## config.mk

```make
export PLATFORM = sky130hd
export DESIGN_NAME = ahpc_pio_host
export DESIGN_NICKNAME = d
export VERILOG_FILES = /design/src/rtl/ahpc_pkg.sv /design/src/rtl/ahpc_pio_host.sv /design/src/rtl/ahpc_down_counter.sv
export VERILOG_INCLUDE_DIRS = /design/src /design/src/rtl
export SDC_FILE = /design/constraint.sdc
export NUM_CORES = 1
export LEC_CHECK = 0
export BUFFER_PORTS_ARGS = -buffer_cell sky130_fd_sc_hd__buf_2
export CAP_MARGIN = 5
export CORE_MARGIN = 1.5
export CORE_UTILIZATION = 56
export DETAILED_ROUTE_END_ITERATION = 6
export MAX_ROUTING_LAYER = met4
export PLACE_DENSITY = 0.85
export SETUP_SLACK_MARGIN = 0.1
export SYNTH_ARGS = -nofsm -noshare
export SYNTH_HDL_FRONTEND = slang
export SYNTH_SLANG_ARGS = --single-unit
```

## constraint.sdc

```tcl
create_clock -name clk -period 9.45 [get_ports clk]
set_input_delay 0 -clock clk [delete_from_list [all_inputs] [get_ports clk]]
set_output_delay 0 -clock clk [all_outputs]
set_load 0.02 [all_outputs]
```

## src/rtl/ahpc_regs.svh

```systemverilog
// Widths, reset values and fixed figures of the host ATA PIO cycle generator.
`ifndef AHPC_REGS_SVH
`define AHPC_REGS_SVH

`define AHPC_CNT_W 8
`define AHPC_DATA_W 16
`define AHPC_ADDR_W 3
`define AHPC_CNT_ONE 8'h01
`define AHPC_CNT_ZERO 8'h00
`define AHPC_DATA_RST 16'h0000
`define AHPC_ADDR_RST 3'h0
`define AHPC_STROBE_IDLE 1'b1
`define AHPC_CS_IDLE 1'b1
`define AHPC_BUS_RESET_ACTIVE 1'b0

`endif

```

## src/rtl/ahpc_pkg.sv

```systemverilog
// Types shared by the host ATA PIO cycle generator.
package ahpc_pkg;

  typedef enum logic [4:0] {
    AHPC_IDLE    = 5'h01,
    AHPC_SETUP   = 5'h02,
    AHPC_STROBE  = 5'h04,
    AHPC_RECOVER = 5'h08,
    AHPC_GUARD   = 5'h10
  } ahpc_state_t;

endpackage : ahpc_pkg

```

## src/rtl/ahpc_pio_host.sv

```systemverilog
// Host-side ATA PIO bus cycle generator with programmable phase timing.
//
// Contract
// (RL1) Drive raises interrupt line high for attention.
// (RL2) Low IORDY stretches the active strobe.
// (RL3) IORDY is ready during ultra DMA out.
// (RL4) IORDY is drive strobe during ultra DMA in.
// (RL5) Sixteen-bit tri-stateable data bus, driven on writes.
// (RL6) Outputs change only on rising clock edge.
// (RL7) IORDY sampled on falling clock edge.
// (RL8) Read data captured on rising clock edge.
// (RL9) Address setup count precedes strobe assertion.
// (RL10) Read strobe width programmed separately from write.
// (RL11) Recovery count holds address after strobe.
// (RL12) Wait checked at programmable point after strobe.
// (RL13) Cycle length is setup plus width plus recovery.
// (RL14) Software lengthens read strobe if setup short.
// (RL15) Write data buffer enabled count after strobe.
// (RL16) Driver turn-on delayed to avoid contention.
// (RL17) Drivers turned off before drive drives again.
// (RL18) Read strobe output is the PIO read strobe.
// (RL19) Write strobe output is the PIO write strobe.
// (RL20) Bus reset low while control bit cleared.
// (RL21) Phase counts loaded into down-counters.
// (RL22) Write data held counted clocks after strobe; the code drops data_oe at recovery end if that comes first.
`timescale 1ns/1ps
`include "ahpc_regs.svh"

module ahpc_pio_host (
  input wire logic clk, // Bus clock, 200 MHz.
  input wire logic rst, // Asynchronous reset, active high.
  input wire logic bus_run, // Control bit: 1 releases the ATA bus reset.
  input wire logic [`AHPC_CNT_W-1:0] addr_setup_count, // Clocks of address setup.
  input wire logic [`AHPC_CNT_W-1:0] read_strobe_count, // Clocks of read strobe.
  input wire logic [`AHPC_CNT_W-1:0] write_strobe_count, // Clocks of write strobe.
  input wire logic [`AHPC_CNT_W-1:0] recovery_count, // Clocks of recovery.
  input wire logic [`AHPC_CNT_W-1:0] wait_sample_count, // Strobe clocks before wait check.
  input wire logic [`AHPC_CNT_W-1:0] buf_on_count, // Strobe clocks before write drive.
  input wire logic [`AHPC_CNT_W-1:0] data_hold_count, // Write data hold after strobe.
  input wire logic [`AHPC_CNT_W-1:0] buf_off_count, // Turn-around gap after driving.
  input wire logic req_valid, // PIO access request.
  output logic req_ready, // Idle; a valid request is taken this clock.
  input wire logic req_write, // 1 write, 0 read.
  input wire logic req_cs0, // Select chip select 0.
  input wire logic req_cs1, // Select chip select 1.
  input wire logic [`AHPC_ADDR_W-1:0] req_addr, // Register address.
  input wire logic [`AHPC_DATA_W-1:0] req_wdata, // Write data.
  output logic done, // One-clock pulse at cycle end.
  output logic [`AHPC_DATA_W-1:0] rd_data, // Read data of last read.
  output logic busy, // Cycle in progress.
  output logic drive_irq, // Synchronised drive interrupt level.
  output logic iordy_level, // Synchronised IORDY level.
  input wire logic drive_irq_in, // Drive interrupt pin.
  input wire logic iordy_in, // IORDY pin.
  output logic bus_reset_n, // ATA bus reset, active low.
  output logic cs0_n, // Chip select 0, active low.
  output logic cs1_n, // Chip select 1, active low.
  output logic [`AHPC_ADDR_W-1:0] addr, // Address lines.
  output logic host_read_strobe_n, // Read strobe, active low.
  output logic host_write_strobe_n, // Write strobe, active low.
  output logic dmack_n, // DMA acknowledge, held idle.
  input wire logic [`AHPC_DATA_W-1:0] data_in, // Data bus input.
  output logic [`AHPC_DATA_W-1:0] data_out, // Data bus output.
  output logic data_oe // Data bus output enable.
);

  // ----------------------------------------------------------------
  // Input synchronisers
  // ----------------------------------------------------------------
  logic iordy_s1_ff;
  logic iordy_s2_ff;
  logic irq_s1_ff;
  logic irq_s2_ff;
  logic [`AHPC_DATA_W-1:0] din_s1_ff;
  logic [`AHPC_DATA_W-1:0] din_s2_ff;

  // The falling-edge first stage plus rising-edge second gives the half-clock margin.
  always_ff @(negedge clk or posedge rst) begin
    if (rst) begin
      iordy_s1_ff <= 1'b1;
    end else begin
      iordy_s1_ff <= iordy_in; // RL7
    end
  end

  always_ff @(posedge clk or posedge rst) begin
    if (rst) begin
      iordy_s2_ff <= 1'b1;
      irq_s1_ff <= 1'b0;
      irq_s2_ff <= 1'b0;
      din_s1_ff <= `AHPC_DATA_RST;
      din_s2_ff <= `AHPC_DATA_RST;
    end else begin
      iordy_s2_ff <= iordy_s1_ff; // RL12
      irq_s1_ff <= drive_irq_in;
      irq_s2_ff <= irq_s1_ff; // RL1
      din_s1_ff <= data_in; // RL8
      din_s2_ff <= din_s1_ff;
    end
  end

  assign drive_irq = irq_s2_ff;
  // A DMA engine would read this level as ready or strobe in ultra DMA bursts.
  assign iordy_level = iordy_s2_ff; // RL3 RL4

  // ----------------------------------------------------------------
  // Bus reset
  // ----------------------------------------------------------------
  always_ff @(posedge clk or posedge rst) begin
    if (rst) begin
      bus_reset_n <= `AHPC_BUS_RESET_ACTIVE;
    end else begin
      bus_reset_n <= bus_run; // RL20
    end
  end

  assign dmack_n = 1'b1;

  // ----------------------------------------------------------------
  // Phase sequencer
  // ----------------------------------------------------------------
  ahpc_pkg::ahpc_state_t state_ff;
  logic write_ff;
  logic waiting_ff;
  logic [`AHPC_CNT_W-1:0] elapsed_ff;
  logic phase_load;
  logic [`AHPC_CNT_W-1:0] phase_val;
  logic phase_last;
  logic hold_load;
  logic hold_last;
  logic guard_load;
  logic guard_last;
  logic take;
  logic strobe_end;
  logic stretch;

  assign req_ready = (state_ff == ahpc_pkg::AHPC_IDLE);
  assign take = req_ready && req_valid;
  // Wait is decided at the sample point and then followed until IORDY returns high.
  assign stretch = waiting_ff ||
    ((elapsed_ff == wait_sample_count) && !iordy_s2_ff);
  assign strobe_end = (state_ff == ahpc_pkg::AHPC_STROBE) && phase_last && !stretch; // RL2
  assign busy = !req_ready;

  always_comb begin
    phase_load = 1'b0;
    phase_val = addr_setup_count;
    unique case (state_ff)
      ahpc_pkg::AHPC_IDLE: begin
        phase_load = take; // RL9
        phase_val = addr_setup_count;
      end
      ahpc_pkg::AHPC_SETUP: begin
        phase_load = phase_last;
        phase_val = write_ff ? write_strobe_count : read_strobe_count; // RL10
      end
      ahpc_pkg::AHPC_STROBE: begin
        phase_load = strobe_end;
        phase_val = recovery_count; // RL11
      end
      ahpc_pkg::AHPC_RECOVER: begin
        phase_load = 1'b0;
        phase_val = buf_off_count;
      end
      ahpc_pkg::AHPC_GUARD: begin
        phase_load = 1'b0;
        phase_val = buf_off_count;
      end
      default: begin
        phase_load = 1'b0;
        phase_val = addr_setup_count;
      end
    endcase
  end

  // Without waits a cycle is setup, width and recovery clocks back to back.
  always_ff @(posedge clk or posedge rst) begin
    if (rst) begin
      state_ff <= ahpc_pkg::AHPC_IDLE;
    end else begin
      unique case (state_ff)
        ahpc_pkg::AHPC_IDLE: if (take) state_ff <= ahpc_pkg::AHPC_SETUP;
        ahpc_pkg::AHPC_SETUP: if (phase_last) state_ff <= ahpc_pkg::AHPC_STROBE;
        ahpc_pkg::AHPC_STROBE: if (strobe_end) state_ff <= ahpc_pkg::AHPC_RECOVER; // RL13
        ahpc_pkg::AHPC_RECOVER: begin
          if (phase_last) begin
            state_ff <= write_ff ? ahpc_pkg::AHPC_GUARD : ahpc_pkg::AHPC_IDLE;
          end
        end
        ahpc_pkg::AHPC_GUARD: if (guard_last) state_ff <= ahpc_pkg::AHPC_IDLE; // RL17
        default: state_ff <= ahpc_pkg::AHPC_IDLE;
      endcase
    end
  end

  ahpc_down_counter u_phase_cnt (
    .clk(clk),
    .rst(rst),
    .load(phase_load), // RL21
    .load_val(phase_val),
    .last(phase_last)
  );

  // ----------------------------------------------------------------
  // Strobe timing and wait tracking
  // ----------------------------------------------------------------
  always_ff @(posedge clk or posedge rst) begin
    if (rst) begin
      elapsed_ff <= `AHPC_CNT_ZERO;
      waiting_ff <= 1'b0;
    end else if (state_ff != ahpc_pkg::AHPC_STROBE) begin
      elapsed_ff <= `AHPC_CNT_ZERO;
      waiting_ff <= 1'b0;
    end else begin
      if (elapsed_ff != {`AHPC_CNT_W{1'b1}}) begin
        elapsed_ff <= elapsed_ff + `AHPC_CNT_ONE;
      end
      if (iordy_s2_ff) begin
        waiting_ff <= 1'b0;
      end else if (elapsed_ff == wait_sample_count) begin
        waiting_ff <= 1'b1; // RL12
      end
    end
  end

  // ----------------------------------------------------------------
  // Address group and strobes
  // ----------------------------------------------------------------
  always_ff @(posedge clk or posedge rst) begin
    if (rst) begin
      write_ff <= 1'b0;
      cs0_n <= `AHPC_CS_IDLE;
      cs1_n <= `AHPC_CS_IDLE;
      addr <= `AHPC_ADDR_RST;
      data_out <= `AHPC_DATA_RST;
    end else if (take) begin
      write_ff <= req_write; // RL6
      cs0_n <= !req_cs0;
      cs1_n <= !req_cs1;
      addr <= req_addr;
      data_out <= req_wdata;
    end else if ((state_ff == ahpc_pkg::AHPC_RECOVER) && phase_last) begin
      cs0_n <= `AHPC_CS_IDLE; // RL11
      cs1_n <= `AHPC_CS_IDLE;
    end
  end

  always_ff @(posedge clk or posedge rst) begin
    if (rst) begin
      host_read_strobe_n <= `AHPC_STROBE_IDLE;
      host_write_strobe_n <= `AHPC_STROBE_IDLE;
    end else if ((state_ff == ahpc_pkg::AHPC_SETUP) && phase_last) begin
      host_read_strobe_n <= write_ff; // RL18
      host_write_strobe_n <= !write_ff; // RL19
    end else if (strobe_end) begin
      host_read_strobe_n <= `AHPC_STROBE_IDLE;
      host_write_strobe_n <= `AHPC_STROBE_IDLE;
    end
  end

  // ----------------------------------------------------------------
  // Read capture and completion
  // ----------------------------------------------------------------
  // Data is taken through the synchroniser, so the sample is two clocks before release.
  always_ff @(posedge clk or posedge rst) begin
    if (rst) begin
      rd_data <= `AHPC_DATA_RST;
    end else if (strobe_end && !write_ff) begin
      rd_data <= din_s2_ff; // RL8
    end
  end

  always_ff @(posedge clk or posedge rst) begin
    if (rst) begin
      done <= 1'b0;
    end else begin
      done <= (state_ff == ahpc_pkg::AHPC_RECOVER) && phase_last;
    end
  end

  // ----------------------------------------------------------------
  // Data bus driver control
  // ----------------------------------------------------------------
  assign hold_load = strobe_end;
  assign guard_load = (state_ff == ahpc_pkg::AHPC_RECOVER) && phase_last;

  ahpc_down_counter u_hold_cnt (
    .clk(clk),
    .rst(rst),
    .load(hold_load),
    .load_val(data_hold_count),
    .last(hold_last)
  );

  ahpc_down_counter u_guard_cnt (
    .clk(clk),
    .rst(rst),
    .load(guard_load),
    .load_val(buf_off_count),
    .last(guard_last)
  );

  // Turn-on waits for the drive to leave the bus; turn-off ends at hold or recovery end.
  always_ff @(posedge clk or posedge rst) begin
    if (rst) begin
      data_oe <= 1'b0; // RL5
    end else if (!write_ff) begin
      data_oe <= 1'b0;
    end else if ((state_ff == ahpc_pkg::AHPC_STROBE) && (elapsed_ff == buf_on_count)) begin
      data_oe <= 1'b1; // RL15 RL16
    end else if ((state_ff == ahpc_pkg::AHPC_RECOVER) && (hold_last || phase_last)) begin
      data_oe <= 1'b0; // RL22 RL17
    end
  end

endmodule : ahpc_pio_host

```

## src/rtl/ahpc_down_counter.sv

```systemverilog
// Loadable down-counter that times one bus cycle phase.
`timescale 1ns/1ps
`include "ahpc_regs.svh"

module ahpc_down_counter (
  input wire logic clk, // Bus clock.
  input wire logic rst, // Asynchronous reset, active high.
  input wire logic load, // Start a phase.
  input wire logic [`AHPC_CNT_W-1:0] load_val, // Phase length in clocks.
  output logic last // Current clock is the phase's last (or counter idle).
);

  logic [`AHPC_CNT_W-1:0] cnt_ff;

  // A zero count is taken as one clock so every phase is at least one period wide.
  always_ff @(posedge clk or posedge rst) begin
    if (rst) begin
      cnt_ff <= `AHPC_CNT_ZERO;
    end else if (load) begin
      cnt_ff <= (load_val == `AHPC_CNT_ZERO) ? `AHPC_CNT_ONE : load_val;
    end else if (cnt_ff != `AHPC_CNT_ZERO) begin
      cnt_ff <= cnt_ff - `AHPC_CNT_ONE;
    end
  end

  assign last = (cnt_ff <= `AHPC_CNT_ONE);

endmodule : ahpc_down_counter

```

# Yosys cells after proc, flatten, opt, wreduce, memory -nomap -nowiden
# Cells that the tools add are included.
[op_classes]
addsub = 4
mul = 0
div = 0
magnitude_cmp = 3
eq_ne = 15
n_shift = 0
muxes = 33
bitwise_logic = 0
n_reduce_logical = 32
[op_table]
columns = ["operator", "count"]
rows = [
  ["8-bit 2-to-1 mux", 12],
  ["5-bit 2-to-1 mux", 6],
  ["5-bit one-hot mux with 5 select lines", 1],
  ["8-bit by 1-bit less-or-equal comparator with 1-bit output, second input constant", 3],
  ["8-bit zero test", 3],
  ["8-bit one-hot mux with 3 select lines", 1],
  ["8-bit nonzero test", 3],
  ["8-bit by 1-bit subtractor with 8-bit output, second input constant", 3],
  ["8-bit equality test", 2],
  ["1-bit 2-to-1 mux", 12],
  ["2-bit nonzero test", 6],
  ["1-bit logical AND", 9],
  ["8-bit by 1-bit adder with 8-bit output, second input constant", 1],
  ["2-bit != test, second input constant", 4],
  ["8-bit != test, second input constant", 1],
  ["1-bit zero test", 6],
  ["5-bit by 1-bit equality test with 1-bit output, second input constant", 1],
  ["5-bit by 2-bit equality test with 1-bit output, second input constant", 1],
  ["5-bit by 3-bit equality test with 1-bit output, second input constant", 1],
  ["5-bit by 4-bit equality test with 1-bit output, second input constant", 1],
  ["5-bit equality test, second input constant", 1],
  ["5-bit by 3-bit != test with 1-bit output, second input constant", 1],
  ["5-bit AND reduction", 1],
  ["3-bit by 1-bit != test with 1-bit output, second input constant", 1],
  ["other kinds (5)", 6],
]
[word_totals]
register_bits = 117
latch_bits = 0
ramBits = 0
romBits = 0
in_bits = 108
out_inout_bits = 47
memories = 0

# Longest topological paths before layout
# Gate-level depths: netlist of run 1.
[logic_depth]
word_depth = 7
mapped_depth = 9
mapped_depth_nobuf = 7

# By module
# Synthesis of run 1 repeated with hierarchy kept, for this count alone.
[hier_totals]
hier_cells = 464
area_unflattened_um2 = 5479.0
[modules_own_cells]
columns = ["module", "n_inst", "cells_each", "area_each_um2", "seq_area_each_um2"]
rows = [
  ["ahpc_pio_host", 1, 280, 3847.4, 2336.0],
  ["ahpc_down_counter (u_hold_cnt ...)", 2, 62, 538.0, 200.2],
  ["ahpc_down_counter (u_guard_cnt)", 1, 60, 555.5, 200.2],
]

==> results of run 1 <==
==> power by group through the flow <==
stage | clock network, mW | registers, mW | logic, mW
finish | 0.679 | 0.718 | 0.599
global route | 0.710 | 0.730 | 0.650
CTS | 0.684 | 0.713 | 0.589
detailed placement | 0.00132 | 0.719 | 0.540
global placement | 0.00132 | 0.710 | 0.518
floorplan | 0.00132 | 0.749 | 0.354
==> Yosys cell counts (3+ instances only) <==
library cell	count	share of area, %
a21oi_1	30	2.8
a21oi_2	3	0.49
a221o_1	6	1.1
and3_1	3	0.35
buf_1	3	0.21
buf_2	7	0.66
clkbuf_1	8	0.57
dfrtp_1	110	52
dfstp_2	7	3.5
ha_1	8	1.9
inv_1	11	0.78
mux2_1	10	2.1
mux2_2	33	7.0
mux2i_1	9	1.7
nand2_1	21	1.5
nand3_1	11	1.0
nand4_1	8	0.94
nor2_1	29	2.0
nor2_2	3	0.35
nor3_1	22	2.1
nor3b_1	3	0.42
nor4_1	6	0.71
o21ai_0	21	2.0
or4_1	5	0.71
xnor2_1	23	3.8
xor2_1	9	1.5
==> flip-flops by register name, indices dropped and copies added (netlist names), 5 cells and up <==
signal and count:
data_out 16, u_phase_cnt.cnt_ff 8, elapsed_ff 8, rd_data 16, u_hold_cnt.cnt_ff 8, u_guard_cnt.cnt_ff 8
din_s1_ff 16, state_ff 5, din_s2_ff 16
==> per-layer routing <==
metal  part of all wire (%)  vias to the layer above  GRT usage [%]
met2                     53                      206           51.5
met1                     39                     2226           34.7
met4                    3.1                        0           12.7
met5                      0                        -              -
li1                       -                     2084              -
met3                    5.4                       47           6.82
==> repair_timing <==
item | CTS | global route
hold buffers | 79 | 0
buffers inserted | 0 | 0
endpoints found under the hold margin | 117 | 0
==> cell type report <==
type                            count  share of cell area [%]
Clock buffer                       17                    5.51
Clock inverter                     16                    2.83
Inverter                           10                   0.532
Multi-Input combinational cell    303                    29.3
Sequential cell                   117                    39.1
Tap cell                          111                    1.85
Timing Repair Buffer              234                    20.9
==> tightest hold or removal path: cells and delay by family <==
family,cells,cell delay [ps]
simple gates,2,260
compound gates,1,90
buf+inv,1,80
xor+xnor,1,50
==> worst paths after layout <==
kind / start / end / slack (ps) / cells after the start
max reg2reg: iordy_s1_ff$_DFF_NP1_ / iordy_level$_DFF_PP1_ / 4180 / 0
min in group asynchronous: rst / elapsed_ff[1]$_DFFE_PP0P_ / 130 / 3
min: wait_sample_count[2] / waiting_ff$_DFFE_PP0P_ / 30 / 5
max in group clk: iordy_s1_ff$_DFF_NP1_ / iordy_level$_DFF_PP1_ / 4180 / 0
max: rst / iordy_s1_ff$_DFF_NP1_ / 4180 / 3
min reg2reg: din_s1_ff[11]$_DFF_PP0_ / din_s2_ff[11]$_DFF_PP0_ / 350 / 0
==> kinds of logic after synthesis <==
logic type | share of synthesized area [%]
AO/OA/AOI/OAI | 10.5
AND/OR/NAND/NOR | 13.0
multiplexers | 10.8
adder cells (fa/ha/maj) | 1.89
flip-flops | 55.3
XOR/XNOR | 5.28
buffers and inverters | 3.16
other | 0.0706
==> results.json, run 1 <==
{
  "cp_cell_sequence": "dlygate4sd3_1, buf_2, inv_4",
  "switchingPower_uw": 689,
  "synth_area_um2": 5310,
  "drive_gt1_share_pct": 34.9,
  "pre_cts_ws_ps": 4160,
  "p_clk_share_pct": 34.0,
  "antenna_cells": 0,
  "hold_path.class": "primary input to flip-flop",
  "grt_max_degree": 69,
  "fin_util_pct": 81.8,
  "dp.cells": 697,
  "ys_seq_area_share_pct": 55.3,
  "comb_power_share_pct": 30.0,
  "synth_cells": 454,
  "drtIter0Drc": 219,
  "rsz0062_at_grt": "false",
  "p_seq_share_pct": 36.0,
  "max-cap-violations": 0,
  "viasPerCell": 5.65,
  "firstDrtPassIters": 5,
  "cts.root.buffer_cell": "clkbuf_8",
  "async_flop_share_pct": 100,
  "grt_use_total_pct": 30.3,
  "placed_area_um2": 6110,
  "power.density_nw_per_um2": 265,
  "initial_core_util_pct": 57.7,
  "timing.hold.ws_ps": 28.0,
  "p_sw_share_pct": 34.5,
  "worst_slew_pin_slew_ps": 1010,
  "finalPower_mw": 2.00,
  "syn_avg_cell_area_um2": 11.7,
  "fillers": 521,
  "ys_warn_count": 0,
  "drc": 0,
  "p_leak_nw": 3.55,
  "regArea_um2": 2940,
  "ys_ff_latch": 117,
  "hold_violations": 0,
  "maxSlewHeadroom_pct": 32.2,
  "gp_congestion": 0.895,
  "arrival_ps": 1120,
  "fin_ws_ps": 4180,
  "synth_nets": 570,
  "finalMaxSlewViolations": 0,
  "die_h_um": 100,
  "cp_num_buf_inv": 3,
  "clock-sinks": 117,
  "fin_area_um2": 7520,
  "path_delay_family": "buffers and inverters",
  "final_common_cell": "buf_2",
  "final_antenna_net_count": 0,
  "peakVddDrop_mv": 0.198,
  "ctsResizeCount": 0,
  "grt_pass1_wl_mm": 22.9,
  "area_delta_synth_final_pct": 41.6,
  "multiInputGateArea_um2": 2210,
  "grt.overflow.total": 0,
  "synth-edff-count": 0,
  "io_buffers": 153,
  "status": "complete, no violations",
  "critPathKind": "primary input to async pin",
  "cts_buffers": 17,
  "synth_cell_type_count": 61,
  "critPathLaunchType": "primary input",
  "routedWlPerCell_um": 17.5,
  "die_width_um": 100,
  "grt_pass1_vias": 4870,
  "cp_slowest_cell": "dlygate4sd3_1",
  "layout.nets": 800,
  "crit_required_ps": 5300,
  "ctsHtreeMaxLevel": 4,
  "synth-main-ff-cell": "dfrtp_1",
  "worstSetupEndpointType": "async pin",
  "tritoncts": "yes",
  "coreArea_um2": 9200,
  "rows": 35,
  "layout.cells.non_filler": 808,
  "finalSetupViolCount": 0,
  "clkTransAtPathRegs_ps": 60,
  "intPower_mw": 1.31,
  "mostFrequentLayoutCells": "153 x buf_2, 110 x dfrtp_1, 79 x dlygate4sd3_1",
  "slowest_delay_ps": 530,
  "finClkSkew_ps": 18.9,
  "fin_setup_tns_ps": 0,
  "hpwlAfterDp_mm": 8.71,
  "cts_buffer_depth": 2,
  "die-area_um2": 10100,
  "antenna_found_initial": 0,
  "cp_max_fo": 50,
  "clk-insertion-delay-late_ps": 500,
  "pin_count": 155,
  "vias": 4563,
  "routed_wl_mm": 14.2
}
Note: power is estimated with default switching activity, not from simulation.
==> inputs of run 2 (changes only) <==
- ABC_AREA: default -> 1
- CORE_UTILIZATION: 56 -> 52
- PLACE_DENSITY: 0.85 -> 0.8
- clock period: 9.45 -> 5.4 ns (I/O delays scaled with it)
==> run 2 against run 1 <==
  * Combinational power is 85% higher
  * Sequential share of layout area is 0.40 points lower
  * Hold slack better by 9.0 ps
  * Die area rose by 8.7%
  * Clock power up 61%
  * Register-to-register slack worse by 2000 ps
  * Non-clock buffer count shrank 2
  * First-iteration DRC count up 130%
  * Cell area increased by 1.0%
  * Core utilization fell by 5.1 points
  * Critical path depth decreased by 3
  * Sequential cell count unchanged
  * Largest cell class unchanged
==> results.json, run 2 <==
{
  "worstSetupEndpointType": "flip-flop",
  "arrival_ps": 3690,
  "dp.cells": 864,
  "netlist_top_cells_count": "182 x nand2_1, 110 x dfrtp_1, 49 x inv_1, 49 x nor2_1, 35 x o21ai_0",
  "synth_cell_type_count": 44,
  "synth_most_common_cell": "nand2_1",
  "rrSetupSlack_ps": 2170,
  "antenna_found_initial": 0,
  "routed_wl_mm": 16.2,
  "peakVddDrop_mv": 0.391,
  "finClkSkew_ps": 23.6,
  "hold_violations": 0,
  "ys_seq_area_share_pct": 54.6,
  "die-area_um2": 11000,
  "finalPower_mw": 3.46,
  "clk-insertion-delay-late_ps": 510,
  "rsz0062_at_grt": "false",
  "die_h_um": 105,
  "clock-sinks": 117,
  "clkTransAtPathRegs_ps": 60,
  "finalSetupViolCount": 0,
  "vias": 5215,
  "grt_pass1_vias": 5548,
  "coreArea_um2": 9910,
  "drtIter0Drc": 493,
  "synthTopCellsByArea": "dfrtp_1 51%, nand2_1 13%, dfstp_2 3.4%",
  "finalCritPeriodShare_pct": 59.9,
  "placed_area_um2": 6250,
  "worst_slew_pin_slew_ps": 1080,
  "viasPerCell": 5.35,
  "status": "complete, no violations",
  "initial_core_util_pct": 54.2,
  "grt_max_degree": 86,
  "tritoncts": "yes",
  "power.density_nw_per_um2": 455,
  "ctsHtreeMaxLevel": 4,
  "synth_top_area_cell": "dfrtp_1",
  "drive_gt1_share_pct": 26.5,
  "synth_nets": 706,
  "synth_top_area_share_pct": 51.2,
  "synth_area_um2": 5380,
  "final_antenna_net_count": 0,
  "cp_max_fo": 1,
  "area_delta_synth_final_pct": 41.3,
  "io_buffers": 153,
  "layout.nets": 944,
  "routedWlPerCell_um": 16.6,
  "cts_buffer_depth": 2,
  "hold_path.class": "primary input to flip-flop",
  "grt.overflow.total": 0,
  "synth-main-ff-cell": "dfrtp_1",
  "maxSlewHeadroom_pct": 27.9,
  "fin_setup_tns_ps": 0,
  "grt_pass1_wl_mm": 26.7,
  "synth_cells": 590,
  "drc": 0,
  "min_period_ps": 3230,
  "firstDrtPassIters": 5,
  "max-cap-violations": 0,
  "antenna_cells": 0,
  "critPathLaunchType": "flip-flop",
  "critPathKind": "flip-flop to flip-flop",
  "rows": 36,
  "cts_buffers": 17,
  "finalMaxSlewViolations": 0,
  "syn_avg_cell_area_um2": 9.11,
  "mostFrequentLayoutCells": "182 x nand2_1, 153 x buf_2, 110 x dfrtp_1",
  "timing.fmax_mhz": 311,
  "p_leak_nw": 3.93,
  "die_width_um": 105,
  "async_flop_share_pct": 100,
  "cts.root.buffer_cell": "clkbuf_8",
  "grt_use_total_pct": 32.0,
  "final_common_cell": "nand2_1",
  "layout.cells.non_filler": 974,
  "gp_congestion": 0.884,
  "synth-edff-count": 0,
  "ys_warn_count": 0,
  "ctsResizeCount": 0,
  "pin_count": 155,
  "fin_area_um2": 7600,
  "crit_required_ps": 5860,
  "ys_ff_latch": 117,
  "hpwlAfterDp_mm": 9.61
}
-- run 2: cells by family after synthesis --
| group | synth area share (%) |
|---|---|
| buffers and inverters | 5.03 |
| other | 0.0698 |
| DFF | 54.6 |
| muxes | 4.05 |
| and+or+nand+nor | 23.0 |
| AOI/OAI and AO/OA | 6.33 |
| adders and majority gates | 1.86 |
| xor gates and xnor gates | 5.05 |
-- run 2: metal layers --
layer / vias up / track usage (%) / routed length (µm)
li1: 2372 / - / -
met1: 2502 / 37.0 / 6050
met2: 278 / 54.7 / 8320
met3: 63 / 6.11 / 1240
met4: 0 / 13.7 / 554
met5: - / - / 0
-- run 2: area by class of cell --
type / instances / area, µm²
clock buffer: 18 / 418
clock inverter: 15 / 154
fill: 641 / 2310
inverter: 52 / 200
multi-input combinational: 407 / 2170
sequential: 117 / 2940
tap: 133 / 166
timing repair buffer: 232 / 1550
-- run 2: path summary, 6_finish.rpt --
kind	end	from	cells past startpoint
max	iordy_level$_DFF_PP1_	iordy_s1_ff$_DFF_NP1_	0
min	u_phase_cnt.cnt_ff[1]$_DFFE_PP0P_	recovery_count[1]	5
max reg2reg	iordy_level$_DFF_PP1_	iordy_s1_ff$_DFF_NP1_	0
min reg2reg	din_s2_ff[12]$_DFF_PP0_	din_s1_ff[12]$_DFF_PP0_	0
max in group asynchronous	iordy_s1_ff$_DFF_NP1_	rst	3
min in group asynchronous	data_out[15]$_DFFE_PP0P_	rst	3
-- run 2: power breakdown --
group          leakage (nW)  internal, mW  switching [mW]  total, mW
clock                 0.278         0.661           0.428       1.09
sequential             1.43          1.09           0.162       1.26
combinational          2.22         0.410           0.702       1.11
-- run 2: what timing repair did --
action | 4_1_cts | 5_1_grt
hold endpoints to repair | 98 | 0
buffers inserted | 0 | 0
hold buffers | 78 | 0
-- run 2: metrics by stage --
stage	hold WS, ps	setup slack [ps]	utilization (%)
2_1_floorplan	31.4	435	-
3_3_place_gp	15.7	2150	63.1
3_5_place_dp	38.0	2150	63.1
4_1_cts	5.22	2170	76.7
5_1_grt	81.9	1960	76.7
6_report	37.0	2170	76.7
==> inputs of run 3 (changes only) <==
- ABC_AREA: 1 -> 0
- CORE_UTILIZATION: 52 -> 47
- PLACE_DENSITY: 0.8 -> 0.76
- clock period: 5.4 -> 2.86 ns (I/O delays scaled with it)
==> run 3 against run 2 <==
  * Sequential power rose by 87%
  * Core utilization fell by 8.2 points
  * Combinational power rose by 69%
  * Clock power rose by 99%
  * Power rose by 86%
  * Largest cell class unchanged
==> results.json, run 3 (synthesis gave the netlist of run 1 again) <==
{
  "max-cap-violations": 0,
  "die_width_um": 109,
  "viasPerCell": 5.28,
  "cp_max_fo": 8,
  "crit_required_ps": 3190,
  "drive_gt1_share_pct": 35.8,
  "fin_setup_tns_ps": 0,
  "antenna_cells": 0,
  "dp.cells": 731,
  "vias": 4389,
  "layout.cells.non_filler": 832,
  "initial_core_util_pct": 48.6,
  "arrival_ps": 2890,
  "layout.nets": 795,
  "ctsHtreeMaxLevel": 4,
  "timing.fmax_mhz": 391,
  "grt.overflow.total": 0,
  "cts.root.buffer_cell": "clkbuf_16",
  "hold_violations": 0,
  "drc": 0,
  "grt_pass1_wl_mm": 20.5,
  "power.density_nw_per_um2": 857,
  "drtIter0Drc": 249,
  "routed_wl_mm": 12.9,
  "finalCritPeriodShare_pct": 89.4,
  "clkTransAtPathRegs_ps": 50,
  "firstDrtPassIters": 5,
  "gp_congestion": 0.850,
  "rows": 38,
  "pin_count": 155,
  "timing.hold.ws_ps": 51.4,
  "tritoncts": "yes",
  "worstSetupEndpointType": "flip-flop",
  "finalMaxSlewViolations": 0,
  "finClkSkew_ps": 20.2,
  "worst_slew_pin_slew_ps": 900,
  "mostFrequentLayoutCells": "153 x buf_2, 110 x dfrtp_1, 69 x dlygate4sd3_1",
  "die-area_um2": 11900,
  "critPathLaunchType": "flip-flop",
  "io_buffers": 153,
  "dr_wl_met3_um": 596,
  "wl_met2_mm": 6.78,
  "cts_buffers": 17,
  "critPathKind": "flip-flop to flip-flop",
  "area_delta_synth_final_pct": 40.9,
  "antenna_found_initial": 0,
  "cts_buffer_depth": 2,
  "clk-insertion-delay-late_ps": 420,
  "highest_layer": "met4",
  "pre_cts_ws_ps": 310,
  "fin_ws_ps": 303,
  "grt_use_total_pct": 23.3,
  "peakVddDrop_mv": 0.636,
  "coreArea_um2": 10900,
  "post-cts-setup-buffers": 0,
  "maxSlewHeadroom_pct": 40.0,
  "finalSetupViolCount": 0,
  "die_h_um": 109,
  "clock-sinks": 117,
  "routedWlPerCell_um": 15.5,
  "status": "complete, no violations",
  "met1_length_mm": 5.23,
  "p_leak_nw": 3.53,
  "hold_path.class": "primary input to flip-flop",
  "rsz0062_at_grt": "false",
  "min_period_ps": 2560,
  "final_antenna_net_count": 0,
  "hpwlAfterDp_mm": 8.57,
  "grt_max_degree": 76,
  "grt_pass1_vias": 4380,
  "final_common_cell": "buf_2"
}
==> run 3: changes by cell type in the layout (fill, tap and decap cells not counted), sizes merged, moves of 6 or more <==
cell,previous run,this run
mux2i,0,9
a221o,0,6
nor3,14,23
buf,154,160
a21oi,13,33
nand3,27,11
o21ai,36,21
dlygate4sd3,78,69
mux2,16,43
inv,56,14
nor2,52,35
nand2,183,21
==> run 3: final timing paths <==
check,startpoint,end,slack (ps),cells after the start
setup / recovery,state_ff[4]$_DFFE_PP0P_,u_phase_cnt.cnt_ff[7]$_DFFE_PP0P_,300,6
setup reg to reg,state_ff[4]$_DFFE_PP0P_,u_phase_cnt.cnt_ff[7]$_DFFE_PP0P_,300,6
hold / removal,recovery_count[4],u_phase_cnt.cnt_ff[4]$_DFFE_PP0P_,50,4
max in group asynchronous,rst,din_s1_ff[9]$_DFF_PP0_,1190,5
hold reg to reg,din_s1_ff[14]$_DFF_PP0_,din_s2_ff[14]$_DFF_PP0_,350,0
min in group asynchronous,rst,state_ff[3]$_DFFE_PP0P_,370,4
==> run 3: final cells by class <==
type                       count  area, µm²
tap                          140        175
clock inverter                15        176
multi-input combinational    303       2210
inverter                      10       41.3
sequential                   117       2940
timing repair buffer         229       1510
clock buffer                  18        439
fill                         804       3450
==> run 3: critical path, stage by stage (launching register included) <==
cell           delay, ps
dfrtp_1              440
or4b_1               690
or2_1                390
o2bb2ai_1            180
a221oi_1              80
dlygate4sd3_1        590
a21oi_1              120
==> run 3: power breakdown <==
part           leakage (nW)  switching [mW]  internal [mW]
clock network         0.303           0.772           1.40
registers              1.43           0.332           2.03
logic                  1.79            1.01          0.866
total                  3.53            2.12           4.30
==> run 3: metal layers <==
layer,track usage [%],up-vias
li1,-,2074
met1,27.3,2108
met2,39.4,170
met3,4.39,37
met4,10.0,0
met5,-,-
==> run 3: per-stage QoR <==
stage | utilization (%) | instance area, µm² | total power [mW]
6_report | 68.4 | 7480 | 6.41
5_1_grt | 68.4 | 7480 | 6.74
4_1_cts | 68.4 | 7480 | 6.43
3_5_place_dp | 56.5 | 6180 | 4.15
3_3_place_gp | 56.5 | 6180 | 4.07
2_1_floorplan | - | 5310 | 3.65
==> run 3: repair_timing <==
action,in CTS,in global routing
endpoints found under the hold margin,101,0
resized for setup,0,0
hold buffers,69,0
